## src/mies_defines.vh

```
`ifndef MIES_DEFINES_VH
`define MIES_DEFINES_VH
// operation codes presented by the decode stage
`define MIES_OP_NONE 5'h00
`define MIES_OP_DSZ 5'h01
`define MIES_OP_DSZA 5'h02
`define MIES_OP_ISZ 5'h03
`define MIES_OP_ISZA 5'h04
`define MIES_OP_SETB 5'h05
`define MIES_OP_SETBIT 5'h06
`define MIES_OP_SKIP_IF_NONZERO 5'h07
`define MIES_OP_SNZBIT 5'h08
`define MIES_OP_SKIP_IF_ZERO 5'h09
`define MIES_OP_SKIP_ZERO_COPY_ACC 5'h0A
`define MIES_OP_SZBIT 5'h0B
`define MIES_OP_SUB 5'h0C
`define MIES_OP_MINUS_INTO_MEM 5'h0D
`define MIES_OP_SUBI 5'h0E
`define MIES_OP_SWAP 5'h0F
`define MIES_OP_NIBBLE_EXCHANGE_TO_ACC 5'h10
`define MIES_OP_TRD 5'h11
`define MIES_OP_TRDL 5'h12
`define MIES_OP_ITRD 5'h13
`define MIES_OP_ITRDL 5'h14
`define MIES_OP_XOR 5'h15
`define MIES_OP_XOR_INTO_MEM 5'h16
`define MIES_OP_XORI 5'h17
// status flag positions
`define MIES_FLG_C 0
`define MIES_FLG_AUX_CARRY 1
`define MIES_FLG_Z 2
`define MIES_FLG_TWOS_COMPLEMENT_RANGE 3
`define MIES_FLG_SIGNED_COMPARISON 4
`define MIES_FLG_CHAINED_ZERO 5
// reset values
`define MIES_RST_ACC 8'h00
`define MIES_RST_FLAGS 6'h00
`define MIES_RST_PTR 8'h00
`define MIES_ALL_ONES 8'hFF
// cycles taken by a skip instruction
`define MIES_SKIP_CYCLES 2
`endif

```

## src/mies_subtract.v

```verilog
`timescale 1ns/1ps
`default_nettype none
`include "mies_defines.vh"
// 8-bit subtractor with the six arithmetic flags
module mies_subtract (
  input wire [7:0] i_a,
  input wire [7:0] i_b,
  input wire i_zero_prev,
  output wire [7:0] o_diff,
  output wire [5:0] o_flags
);
  wire [8:0] full; // nine-bit difference, bit 8 is borrow
  wire [4:0] low; // low-nibble difference, bit 4 is borrow
  wire ovf; // signed range exceeded
  assign full = {1'b0, i_a} - {1'b0, i_b};
  assign low = {1'b0, i_a[3:0]} - {1'b0, i_b[3:0]};
  assign o_diff = full[7:0];
  // overflow when operand signs differ and result sign follows b
  assign ovf = (i_a[7] ^ i_b[7]) & (full[7] ^ i_a[7]);
  // carry is not-borrow: clear only when i_b exceeds i_a as unsigned values
  assign o_flags[`MIES_FLG_C] = ~full[8];
  assign o_flags[`MIES_FLG_AUX_CARRY] = ~low[4];
  assign o_flags[`MIES_FLG_Z] = (full[7:0] == 8'h00);
  assign o_flags[`MIES_FLG_TWOS_COMPLEMENT_RANGE] = ovf;
  assign o_flags[`MIES_FLG_SIGNED_COMPARISON] = full[7] ^ ovf;
  // chained zero keeps the previous zero state across multi-byte chains
  assign o_flags[`MIES_FLG_CHAINED_ZERO] = (full[7:0] == 8'h00) & i_zero_prev;
endmodule
`default_nettype wire

```

## src/mies_table_ptr.v

```verilog
`timescale 1ns/1ps
`default_nettype none
`include "mies_defines.vh"
// table pointer pair and high-byte latch
module mies_table_ptr (
  input wire i_ref_clk,
  input wire i_rst,
  input wire i_incr,
  input wire i_wr_low,
  input wire i_wr_high,
  input wire [7:0] i_wdata,
  input wire i_latch_en,
  input wire [7:0] i_latch_data,
  output reg [7:0] o_table_ptr_low,
  output reg [7:0] o_table_ptr_high,
  output reg [7:0] o_table_high_latch
);
  // pointer and latch registers
  always @(posedge i_ref_clk or posedge i_rst) begin
    if (i_rst) begin
      o_table_ptr_low <= `MIES_RST_PTR;
      o_table_ptr_high <= `MIES_RST_PTR;
      o_table_high_latch <= `MIES_RST_PTR;
    end else begin
      if (i_incr) begin
        // low byte wraps, no carry into the high pointer
        o_table_ptr_low <= o_table_ptr_low + 8'h01;
      end else if (i_wr_low) begin
        o_table_ptr_low <= i_wdata;
      end
      if (i_wr_high) begin
        o_table_ptr_high <= i_wdata;
      end
      if (i_latch_en) begin
        o_table_high_latch <= i_latch_data;
      end
    end
  end
endmodule
`default_nettype wire

```

## src/mies_exec.v

```verilog
`timescale 1ns/1ps
`default_nettype none
`include "mies_defines.vh"
// Overview of operation
// - decrement memory, write back, skip when zero
// - decrement into accumulator, skip when zero
// - increment memory, write back, skip when zero
// - increment into accumulator, skip when zero
// - skip instructions take two cycles each
// - byte set writes all ones
// - bit set forces one selected bit
// - skip when byte or bit nonzero
// - skip when whole byte is zero
// - copy byte to accumulator, skip when zero
// - skip when selected bit is zero
// - accumulator minus memory into accumulator, six flags
// - accumulator minus memory into memory, six flags
// - accumulator minus immediate, six flags
// - carry means no borrow on subtract
// - swap nibbles of memory in place
// - swapped nibbles go to accumulator only
// - table read using both pointers
// - table read last page using low pointer
// - increment low pointer, then paged table read
// - increment low pointer, then last-page read
// - xor into accumulator or memory, zero only
// - set, skip, swap, table leave flags
module mies_exec #(
  parameter PC_W = 15
) (
  input wire i_ref_clk,
  input wire i_rst,
  input wire i_start,
  input wire [4:0] i_op,
  input wire [2:0] i_bit,
  input wire [7:0] i_imm,
  input wire [7:0] i_mem_rdata,
  input wire [15:0] i_prog_rdata,
  input wire i_ptr_wr_low,
  input wire i_ptr_wr_high,
  input wire [7:0] i_ptr_wdata,
  output wire o_busy,
  output wire o_done,
  output reg o_skip,
  output reg o_mem_we,
  output reg [7:0] o_mem_wdata,
  output reg o_prog_re,
  output reg [PC_W-1:0] o_prog_addr,
  output reg [7:0] o_acc,
  output reg [5:0] o_flags,
  output wire [7:0] o_table_ptr_low,
  output wire [7:0] o_table_ptr_high,
  output wire [7:0] o_table_high_latch
);
  // sequencer states
  localparam ST_IDLE = 2'b00;
  localparam ST_DUMMY = 2'b01;
  localparam ST_TABLE = 2'b10;
  localparam ST_TDATA = 2'b11;

  reg [1:0] state; // current sequencer state
  reg [1:0] next_state; // state for next edge
  reg [4:0] op_q; // opcode held during table reads
  reg [7:0] next_acc; // accumulator next value
  reg [5:0] next_flags; // flags next value
  reg next_mem_we; // memory write strobe next
  reg [7:0] next_mem_wdata; // memory write data next
  reg next_skip; // skip decision next
  reg next_prog_re; // program read strobe next
  reg [PC_W-1:0] next_prog_addr; // program address next
  reg ptr_incr; // low table pointer increment
  reg latch_en; // table high latch load
  reg [1:0] skip_cnt; // counts cycles of a skip instruction
  reg done_q; // completion pulse
  reg next_done; // completion next
  wire [7:0] dec_val; // memory minus one
  wire [7:0] inc_val; // memory plus one
  wire [7:0] swp_val; // nibbles exchanged
  wire [7:0] bit_mask; // one-hot selected bit
  wire [7:0] sub_b; // subtrahend mux
  wire [7:0] sub_diff; // subtractor result
  wire [5:0] sub_flags; // subtractor flags
  wire [7:0] xor_val; // xor result
  wire is_skip_op; // instruction can skip

  // one-hot bit mask decoder, shared by set and test
  function [7:0] onehot;
    input [2:0] sel;
    begin
      onehot = 8'h01 << sel;
    end
  endfunction

  // skip-class membership, evaluated once into is_skip_op
  function is_skip;
    input [4:0] op;
    begin
      is_skip = (op == `MIES_OP_DSZ) || (op == `MIES_OP_DSZA) ||
                (op == `MIES_OP_ISZ) || (op == `MIES_OP_ISZA) ||
                (op == `MIES_OP_SKIP_IF_NONZERO) || (op == `MIES_OP_SNZBIT) ||
                (op == `MIES_OP_SKIP_IF_ZERO) || (op == `MIES_OP_SKIP_ZERO_COPY_ACC) ||
                (op == `MIES_OP_SZBIT);
    end
  endfunction

  assign dec_val = i_mem_rdata - 8'h01;
  assign inc_val = i_mem_rdata + 8'h01;
  assign swp_val = {i_mem_rdata[3:0], i_mem_rdata[7:4]};
  assign bit_mask = onehot(i_bit);
  assign xor_val = o_acc ^ ((i_op == `MIES_OP_XORI) ? i_imm : i_mem_rdata);
  assign sub_b = (i_op == `MIES_OP_SUBI) ? i_imm : i_mem_rdata;
  assign is_skip_op = is_skip(i_op);
  assign o_busy = (state != ST_IDLE);
  assign o_done = done_q;

  // shared subtractor
  mies_subtract u_sub (
    .i_a(o_acc),
    .i_b(sub_b),
    .i_zero_prev(o_flags[`MIES_FLG_Z]),
    .o_diff(sub_diff),
    .o_flags(sub_flags)
  );

  // table pointers and high latch
  mies_table_ptr u_tbl (
    .i_ref_clk(i_ref_clk),
    .i_rst(i_rst),
    .i_incr(ptr_incr),
    .i_wr_low(i_ptr_wr_low),
    .i_wr_high(i_ptr_wr_high),
    .i_wdata(i_ptr_wdata),
    .i_latch_en(latch_en),
    .i_latch_data(i_prog_rdata[15:8]),
    .o_table_ptr_low(o_table_ptr_low),
    .o_table_ptr_high(o_table_ptr_high),
    .o_table_high_latch(o_table_high_latch)
  );

  // execute decode: next values of every result
  always @* begin
    next_state = state;
    next_acc = o_acc;
    next_flags = o_flags; // flags held unless an op changes them
    next_mem_we = 1'b0;
    next_mem_wdata = o_mem_wdata;
    next_skip = 1'b0;
    next_prog_re = 1'b0;
    next_prog_addr = o_prog_addr;
    next_done = 1'b0;
    ptr_incr = 1'b0;
    latch_en = 1'b0;
    case (state)
      ST_IDLE: begin
        if (i_start) begin
          next_done = ~is_skip_op;
          if (is_skip_op) begin
            // dummy cycle follows every skip-class op
            next_state = ST_DUMMY;
          end
          case (i_op)
            `MIES_OP_DSZ: begin
              next_mem_we = 1'b1; // write back decrement
              next_mem_wdata = dec_val;
              next_skip = (dec_val == 8'h00);
            end
            `MIES_OP_DSZA: begin
              next_acc = dec_val; // memory untouched
              next_skip = (dec_val == 8'h00);
            end
            `MIES_OP_ISZ: begin
              next_mem_we = 1'b1; // write back increment
              next_mem_wdata = inc_val;
              next_skip = (inc_val == 8'h00);
            end
            `MIES_OP_ISZA: begin
              next_acc = inc_val;
              next_skip = (inc_val == 8'h00);
            end
            `MIES_OP_SETB: begin
              next_mem_we = 1'b1;
              next_mem_wdata = `MIES_ALL_ONES;
            end
            `MIES_OP_SETBIT: begin
              next_mem_we = 1'b1;
              next_mem_wdata = i_mem_rdata | bit_mask;
            end
            `MIES_OP_SKIP_IF_NONZERO: begin
              next_skip = (i_mem_rdata != 8'h00);
            end
            `MIES_OP_SNZBIT: begin
              next_skip = |(i_mem_rdata & bit_mask);
            end
            `MIES_OP_SKIP_IF_ZERO: begin
              next_skip = (i_mem_rdata == 8'h00);
            end
            `MIES_OP_SKIP_ZERO_COPY_ACC: begin
              next_acc = i_mem_rdata;
              next_skip = (i_mem_rdata == 8'h00);
            end
            `MIES_OP_SZBIT: begin
              next_skip = ~|(i_mem_rdata & bit_mask);
            end
            `MIES_OP_SUB, `MIES_OP_SUBI: begin
              next_acc = sub_diff;
              next_flags = sub_flags; // not-borrow carry
            end
            `MIES_OP_MINUS_INTO_MEM: begin
              next_mem_we = 1'b1; // difference to memory
              next_mem_wdata = sub_diff;
              next_flags = sub_flags;
            end
            `MIES_OP_SWAP: begin
              next_mem_we = 1'b1;
              next_mem_wdata = swp_val;
            end
            `MIES_OP_NIBBLE_EXCHANGE_TO_ACC: begin
              next_acc = swp_val;
            end
            `MIES_OP_TRD, `MIES_OP_TRDL, `MIES_OP_ITRD, `MIES_OP_ITRDL: begin
              // pointer increment first for the pre-increment forms
              ptr_incr = (i_op == `MIES_OP_ITRD) ||
                         (i_op == `MIES_OP_ITRDL);
              next_done = 1'b0;
              next_state = ST_TABLE;
            end
            `MIES_OP_XOR, `MIES_OP_XORI: begin
              next_acc = xor_val;
              next_flags[`MIES_FLG_Z] = (xor_val == 8'h00);
            end
            `MIES_OP_XOR_INTO_MEM: begin
              next_mem_we = 1'b1;
              next_mem_wdata = xor_val;
              next_flags[`MIES_FLG_Z] = (xor_val == 8'h00);
            end
            default: begin
              next_done = 1'b0;
            end
          endcase
        end
      end
      ST_DUMMY: begin
        // second cycle of a skip op; skip strobe held
        next_skip = o_skip;
        // the last counted skip cycle closes the instruction
        if ((skip_cnt + 2'h1) == `MIES_SKIP_CYCLES) begin
          next_done = 1'b1;
          next_state = ST_IDLE;
        end
      end
      ST_TABLE: begin
        // issue program read with the current pointers
        next_prog_re = 1'b1;
        if ((op_q == `MIES_OP_TRDL) || (op_q == `MIES_OP_ITRDL)) begin
          // last page: only the low pointer
          next_prog_addr = {{(PC_W-8){1'b1}}, o_table_ptr_low};
        end else begin
          // both pointers
          next_prog_addr = {o_table_ptr_high[PC_W-9:0], o_table_ptr_low};
        end
        next_state = ST_TDATA;
      end
      ST_TDATA: begin
        // program word arrives: low to memory, high to latch
        next_mem_we = 1'b1;
        next_mem_wdata = i_prog_rdata[7:0];
        latch_en = 1'b1;
        next_done = 1'b1;
        next_state = ST_IDLE;
      end
      default: begin
        next_state = ST_IDLE;
      end
    endcase
  end

  // state and output registers
  always @(posedge i_ref_clk or posedge i_rst) begin
    if (i_rst) begin
      state <= ST_IDLE;
      op_q <= `MIES_OP_NONE;
      o_acc <= `MIES_RST_ACC;
      o_flags <= `MIES_RST_FLAGS;
      o_mem_we <= 1'b0;
      o_mem_wdata <= 8'h00;
      o_skip <= 1'b0;
      o_prog_re <= 1'b0;
      o_prog_addr <= {PC_W{1'b0}};
      done_q <= 1'b0;
      skip_cnt <= 2'h0;
    end else begin
      state <= next_state;
      o_acc <= next_acc;
      o_flags <= next_flags;
      o_mem_we <= next_mem_we;
      o_mem_wdata <= next_mem_wdata;
      o_skip <= next_skip;
      o_prog_re <= next_prog_re;
      o_prog_addr <= next_prog_addr;
      done_q <= next_done;
      if ((state == ST_IDLE) && i_start) begin
        op_q <= i_op;
      end
      // cycle count of skip-class ops, two in all
      if ((state == ST_IDLE) && i_start && is_skip_op) begin
        skip_cnt <= 2'h1;
      end else if ((skip_cnt != 2'h0) && (skip_cnt < `MIES_SKIP_CYCLES)) begin
        skip_cnt <= skip_cnt + 2'h1;
      end else begin
        skip_cnt <= 2'h0;
      end
    end
  end
endmodule
`default_nettype wire

```

## config.mk

```make
export PLATFORM = sky130hd
export DESIGN_NAME = mies_exec
export DESIGN_NICKNAME = d
export VERILOG_FILES = /design/src/mies_subtract.v /design/src/mies_table_ptr.v /design/src/mies_exec.v
export VERILOG_INCLUDE_DIRS = /design/src
export SDC_FILE = /design/constraint.sdc
export NUM_CORES = 1
export LEC_CHECK = 0
export BUFFER_PORTS_ARGS = -buffer_cell sky130_fd_sc_hd__buf_2
export CAP_MARGIN = 15
export CORE_UTILIZATION = 56
export DETAILED_ROUTE_END_ITERATION = 16
export HOLD_SLACK_MARGIN = 0.05
export PLACE_DENSITY = 0.81
export SYNTH_ARGS = -nofsm -noshare
export SYNTH_HDL_FRONTEND = slang
export SYNTH_SLANG_ARGS = --single-unit
```

## constraint.sdc

```tcl
create_clock -name i_ref_clk -period 3.15 [get_ports i_ref_clk]
set_input_delay 0.945 -clock i_ref_clk [delete_from_list [all_inputs] [get_ports i_ref_clk]]
set_output_delay 0.945 -clock i_ref_clk [all_outputs]
set_load 0.01 [all_outputs]
```

==> results of run 1 <==
routing by layer:
metal / track usage / part of all wire / vias up
li1: - / - / 2738
met1: 0.514 / 0.38 / 3075
met2: 0.667 / 0.47 / 397
met3: 0.101 / 0.089 / 109
met4: 0.225 / 0.056 / 0
met5: 0 / 0 / -
logic make-up (layout without fill, tap and decap cells):
logic type,after synthesis,after routing,synth area share
other,0,1,0
AO/OA/AOI/OAI,197,197,0.241
AND/OR/NAND/NOR,209,209,0.207
multiplexers,49,49,0.0933
buffers and inverters,69,244,0.0513
adder cells (fa/ha/maj),21,21,0.0488
flip-flops,74,74,0.326
XOR/XNOR,21,21,0.0323
cell type report:
cell class	count	area, sq um
multi-input cells	497	3830
fillers	721	2380
flip-flops and latches	74	1850
repair buffers	204	1280
well taps	133	166
clock buffers	9	124
inverters	25	93.8
clock inverters	6	90.1
diodes	1	2.50
stage by stage:
stage / utilization / TNS [ns] / std cells / hold slack [ns] / setup slack [ns]
6_report: 0.758 / -6.48 / 949 / 0.491 / -0.715
5_1_grt: 0.757 / -8.29 / 948 / 0.518 / -0.842
4_1_cts: 0.744 / -4.12 / 943 / 0.494 / -0.561
3_5_place_dp: 0.700 / -11.84 / 917 / 0.476 / -1.05
3_3_place_gp: 0.700 / -10.21 / 917 / 0.465 / -0.931
2_1_floorplan: - / -7.29 / 640 / 0.451 / -0.856
Yosys cell counts, drive strengths merged (6+ instances only):
master | n | area [sq um]
a211oi | 15 | 113
a21oi | 40 | 226
a221oi | 6 | 52.6
a22oi | 7 | 52.6
a31oi | 8 | 50.1
and2 | 6 | 37.5
and3 | 7 | 43.8
buf | 23 | 118
clkbuf | 21 | 80.1
dfrtp | 74 | 1850
ha | 19 | 238
inv | 25 | 93.8
mux2 | 32 | 360
mux2i | 17 | 170
nand2 | 41 | 161
nand2b | 8 | 50.1
nand3 | 20 | 100
nand3b | 7 | 65.1
nand4 | 6 | 37.5
nand4b | 8 | 70.1
nor2 | 47 | 184
nor2b | 16 | 100
nor3 | 17 | 111
o2111ai | 6 | 58.8
o211ai | 7 | 52.6
o21ai | 42 | 214
o22a | 7 | 61.3
o22ai | 9 | 56.3
o31ai | 7 | 52.6
xnor2 | 12 | 105
xor2 | 9 | 78.8
worst register-to-register path: cells and delay by family, from the launching register on:
| family | cells | cell delay [ns] |
|---|---|---|
| AO/OA/AOI/OAI | 7 | 0.78 |
| adder cells (fa/ha/maj) | 2 | 0.97 |
| flip-flops | 1 | 0.47 |
| AND/OR/NAND/NOR | 5 | 0.71 |
how the worst min path moves through the flow:
stage               slack [ns]         endpoint       startpoint
floorplan                 0.45          op_q[0]          op_q[0]
global placement          0.47   o_mem_wdata[0]   o_mem_wdata[0]
detailed placement        0.48   o_mem_wdata[1]   o_mem_wdata[1]
CTS                       0.49   o_mem_wdata[1]   o_mem_wdata[1]
global route              0.52  o_prog_addr[10]  o_prog_addr[10]
finish                    0.49   o_mem_wdata[1]   o_mem_wdata[1]
where the power goes:
group          switching, mW  leakage (nW)  internal (mW)
clock                  0.377         0.106          0.444
combinational           1.65          2.30           1.42
sequential             0.301         0.884           1.31
what timing repair did:
item                       in CTS  in global routing
setup endpoints to repair      14                 16
resized for setup              30                 21
buffers inserted               12                  6
pin swaps                      36                 24
registers in the layout (all words and copies together), names as in the netlist:
register	flops
o_prog_addr	15
skip_cnt	2
o_mem_wdata	8
o_prog_re	1
u_tbl.o_table_ptr_high	8
o_done	1
u_tbl.o_table_ptr_low	8
o_mem_we	1
o_skip	1
o_acc	8
op_q	5
u_tbl.o_table_high_latch	8
o_flags	6
state	2
==> impl_metrics.env, run 1 <==
export IMPL_status="finished with violations"
export IMPL_violations="negative setup slack"
export IMPL_route_detailed_drc=0
export IMPL_avgViaCountPerCell=6.66
export IMPL_r2r_end="o_flags[2]"
export IMPL_arrival_ns=4.15
export IMPL_final_area_sq_um=7440
export IMPL_rows=36
export IMPL_fin_crit_ns=3.86
export IMPL_max_slew_margin=0.397
export IMPL_r2r_start="o_acc[2]"
export IMPL_min_path_cells=2
export IMPL_cap_violations=0
export IMPL_worstPathCellList="buf_6 -> nand2b_4 -> nor3_4 -> nand2_4 -> mux2_4 -> ha_4 -> nand3b_1 -> nand2_2 -> a21o_1 -> a21oi_2 -> o21bai_1 -> a21oi_2 -> fa_2 -> nand3_2 -> nor2_2 -> o21ai_2 -> nor4b_2 -> a21oi_1 -> o31ai_1"
export IMPL_fin_skew_ns=0.00933
export IMPL_antenna_found_initial=1
export IMPL_peakVddDrop_v=0.000545
export IMPL_max_stage_delay_ns=0.59
export IMPL_rsz0062_at_grt="yes"
export IMPL_grt_max_degree=30
export IMPL_clk_latency_ns=0.37
export IMPL_finalCritPeriodShare=1.23
export IMPL_cts_tree="done"
export IMPL_place_congestion=1.00
export IMPL_crit_path_start_kind="input pin"
export IMPL_numCtsBuffers=9
export IMPL_ant_nets=0
export IMPL_coreArea_sq_um=9820
export IMPL_htree_num_levels=3
export IMPL_cp_top_family="simple AND/OR/NAND/NOR gates"
export IMPL_path_class="input pin to flop"
export IMPL_cp_num_cells=19
export IMPL_clock_sinks=74
export IMPL_hp_class="flop to flop"
export IMPL_drt_iter0_markers=533
export IMPL_synth_ff_type="dfrtp_1"
export IMPL_layout_common_cells="117 x buf_2, 78 x buf_4, 74 x dfrtp_1"
export IMPL_drive_gt1_frac=0.388
export IMPL_power_mw=5.51
export IMPL_synthArstFlopShare=1.00
export IMPL_cts_root_buf="clkbuf_8"
export IMPL_syn_area_sq_um=5690
export IMPL_ys_ff_latch=74
export IMPL_die_h_um=103
export IMPL_ys_seq_area_frac=0.326
export IMPL_critPathRequiredTime_ns=3.43
export IMPL_critPathCaptureType="flop"
export IMPL_path_clk_slew_ns=0.08
export IMPL_die_x_um=103
export IMPL_start_util=0.579
export IMPL_grt_pass1_wl_um=32000
export IMPL_wl_um=21900
export IMPL_first_pass_iters=5
export IMPL_startpoint="i_op[4]"
export IMPL_cts_hold_fix_buffers=0
export IMPL_areaGrowthSynthToFinish_pct=30.8
export IMPL_cts_path_max_buffers=2
export IMPL_synth_fp_nets=714
export IMPL_synth_edff_count=0
export IMPL_hpwl_um=15600
export IMPL_wl_per_cell_um=23.1
export IMPL_timing_final_ws_setup_ns=-0.715
export IMPL_crit_fanout=5
export IMPL_reg2reg_depth=14
export IMPL_p_leak_nw=3.29
export IMPL_final_nets=885
export IMPL_critPathSlowestCell="fa_2"
export IMPL_hold_viol=0
export IMPL_portBuffers=118
export IMPL_synth_avg_cell_area_sq_um=8.89
export IMPL_path_buf_inv=1
export IMPL_syn_inst=640
export IMPL_cp_endpoint="o_flags[2]"
export IMPL_r2r_slack_ns=0.13
export IMPL_ios=119
export IMPL_num_vias=6319
export IMPL_die_area_sq_um=10600
export IMPL_fmax_mhz=259
export IMPL_yosys_warnings=0
export IMPL_cp_common_cell="a21oi_2"
export IMPL_grt_pass1_vias=5918
export IMPL_grt_overflow_total=0
export IMPL_ys_types=83
export IMPL_tightestPinTransition_ns=0.904
export IMPL_power_density_nw_per_um2=740
export IMPL_setup_viol=16
export IMPL_final_common_cell="buf_2"
export IMPL_place_area_sq_um=6870
export IMPL_track_usage=0.415
export IMPL_drv_slew=0
Note: power is estimated with default switching activity, not from simulation.
==> run 2: changes to the inputs <==
--- a/config.mk
+++ b/config.mk
@@ -8,10 +8,12 @@
 export LEC_CHECK = 0
 export BUFFER_PORTS_ARGS = -buffer_cell sky130_fd_sc_hd__buf_2
 export CAP_MARGIN = 15
-export CORE_UTILIZATION = 56
+export CORE_UTILIZATION = 57
+export CTS_BUF_LIST = sky130_fd_sc_hd__clkbuf_2
 export DETAILED_ROUTE_END_ITERATION = 16
+export GPL_TIMING_DRIVEN = 0
 export HOLD_SLACK_MARGIN = 0.05
-export PLACE_DENSITY = 0.81
+export PLACE_DENSITY = 0.83
 export SYNTH_ARGS = -nofsm -noshare
 export SYNTH_HDL_FRONTEND = slang
 export SYNTH_SLANG_ARGS = --single-unit
==> impl_metrics.env, run 2 (synthesis gave the netlist of run 1 again) <==
export IMPL_status="finished with violations"
export IMPL_violations="negative setup slack"
export IMPL_grt_overflow_total=0
export IMPL_max_stage_delay_ns=0.60
export IMPL_areaGrowthSynthToFinish_pct=25.4
export IMPL_drv_slew=0
export IMPL_hpwl_um=15200
export IMPL_die_h_um=102
export IMPL_min_from="o_mem_wdata[5]"
export IMPL_final_area_sq_um=7130
export IMPL_grt_pass1_wl_um=32200
export IMPL_largest_reg_flops=15
export IMPL_rsz0062_at_grt="yes"
export IMPL_r2r_start="o_acc[2]"
export IMPL_crit_path_start_kind="input pin"
export IMPL_tightestPinTransition_ns=0.909
export IMPL_num_vias=6201
export IMPL_place_area_sq_um=6540
export IMPL_fmax_mhz=258
export IMPL_wl_per_cell_um=23.1
export IMPL_wl_um=21400
export IMPL_clk_latency_ns=0.53
export IMPL_clock_sinks=74
export IMPL_crit_fanout=5
export IMPL_hp_class="flop to flop"
export IMPL_track_usage=0.418
export IMPL_worstPathCellList="buf_12 -> nand2b_4 -> nor3_4 -> nand2_4 -> mux2_4 -> ha_4 -> nand3b_1 -> nand2_1 -> a21o_1 -> a21oi_2 -> o21bai_4 -> a21oi_2 -> fa_2 -> nand3_2 -> nor2_1 -> o21ai_1 -> nor4b_2 -> nand3_1 -> o21ai_1"
export IMPL_drt_iter0_markers=621
export IMPL_cts_root_buf="clkbuf_2"
export IMPL_drive_gt1_frac=0.347
export IMPL_place_congestion=0.984
export IMPL_path_buf_inv=1
export IMPL_numCtsBuffers=9
export IMPL_path_class="input pin to flop"
export IMPL_place_inst=886
export IMPL_cts_tree="done"
export IMPL_peakVddDrop_v=0.000587
export IMPL_path_clk_slew_ns=0.23
export IMPL_layout_common_cells="119 x buf_2, 74 x dfrtp_1, 45 x nor2_1"
export IMPL_ios=119
export IMPL_finalSetupTns_ns=-5.32
export IMPL_final_common_cell="buf_2"
export IMPL_htree_num_levels=3
export IMPL_die_area_sq_um=10400
export IMPL_power_density_nw_per_um2=724
export IMPL_arrival_ns=4.34
export IMPL_finalCritPeriodShare=1.23
export IMPL_hold_viol=0
export IMPL_power_mw=5.17
export IMPL_coreArea_sq_um=9730
export IMPL_antenna_found_initial=0
export IMPL_startpoint="i_op[4]"
export IMPL_critPathSlowestCell="fa_2"
export IMPL_die_x_um=102
export IMPL_num_antenna_cells=0
export IMPL_p_leak_nw=3.07
export IMPL_portBuffers=113
export IMPL_ant_nets=0
export IMPL_grt_max_degree=75
export IMPL_max_slew_margin=0.394
export IMPL_grt_pass1_vias=5819
export IMPL_start_util=0.584
export IMPL_first_pass_iters=8
export IMPL_utilization=0.733
export IMPL_route_detailed_drc=0
export IMPL_cp_top_family="simple AND/OR/NAND/NOR gates"
export IMPL_final_nets=864
export IMPL_setup_viol=13
export IMPL_r2r_slack_ns=-0.05
export IMPL_cap_violations=0
export IMPL_fin_cells=928
export IMPL_timing_final_ws_setup_ns=-0.728
export IMPL_avgViaCountPerCell=6.68
export IMPL_cts_path_max_buffers=2
export IMPL_pre_cts_ws_ns=-1.99
export IMPL_regMostFlops="o_prog_addr"
export IMPL_hold_slack_ns=0.531
export IMPL_critPathRequiredTime_ns=3.62
export IMPL_critPathCaptureType="flop"
export IMPL_fin_crit_ns=3.88
export IMPL_fin_skew_ns=0.0301
export IMPL_rows=36
run 2: cell types whose count changed in the layout (fill, tap and decap cells not counted), moves of 3 or more:
cell / previous run / this run
buf_4: 78 / 31
clkbuf_1: 0 / 18
clkbuf_2: 0 / 12
clkbuf_8: 9 / 0
buf_1: 0 / 4
buf_6: 8 / 5
run 2: area by class of cell:
cell class,instances,area (sq um)
multi-input cells,497,3850
fillers,747,2600
flip-flops and latches,74,1850
repair buffers,144,842
plain buffers,39,195
well taps,133,166
inverters,25,98.8
clock inverters,7,82.6
clock buffers,9,45.0
run 2: repair_timing:
item / in CTS / in global routing
endpoints found under the setup margin: 17 / 16
hold buffers: 0 / 0
pin swaps: 24 / 28
gates resized for setup: 40 / 26
buffers inserted: 31 / 9
run 2: metal layers:
metal | GRT usage | vias to the layer above | wire length [um]
li1 | - | 2684 | -
met1 | 0.521 | 3013 | 8170
met2 | 0.680 | 422 | 10200
met3 | 0.120 | 82 | 2080
met4 | 0.181 | 0 | 921
met5 | 0 | - | 0
run 2: final timing paths:
kind / to / cells past startpoint
max reg2reg: o_flags[5] / 14
min: o_mem_wdata[5] / 2
max in group asynchronous: o_mem_wdata[1] / 2
max: o_flags[5] / 19
min reg2reg: o_mem_wdata[5] / 2
min in group asynchronous: o_flags[0] / 2
run 2: worst reg2reg max path: stages (launching register included):
cell	delay, ns
dfrtp_1	0.55
ha_4	0.36
nand3b_1	0.14
nand2_1	0.13
a21o_1	0.16
a21oi_2	0.09
o21bai_4	0.17
a21oi_2	0.08
fa_2	0.60
nand3_2	0.08
nor2_1	0.12
o21ai_1	0.09
nor4b_2	0.28
nand3_1	0.17
o21ai_1	0.11
run 2: report_power, final:
part,internal [mW],total (mW),switching [mW]
combinational,1.31,2.95,1.64
sequential,1.30,1.62,0.319
clock,0.197,0.597,0.400
total,2.81,5.17,2.35
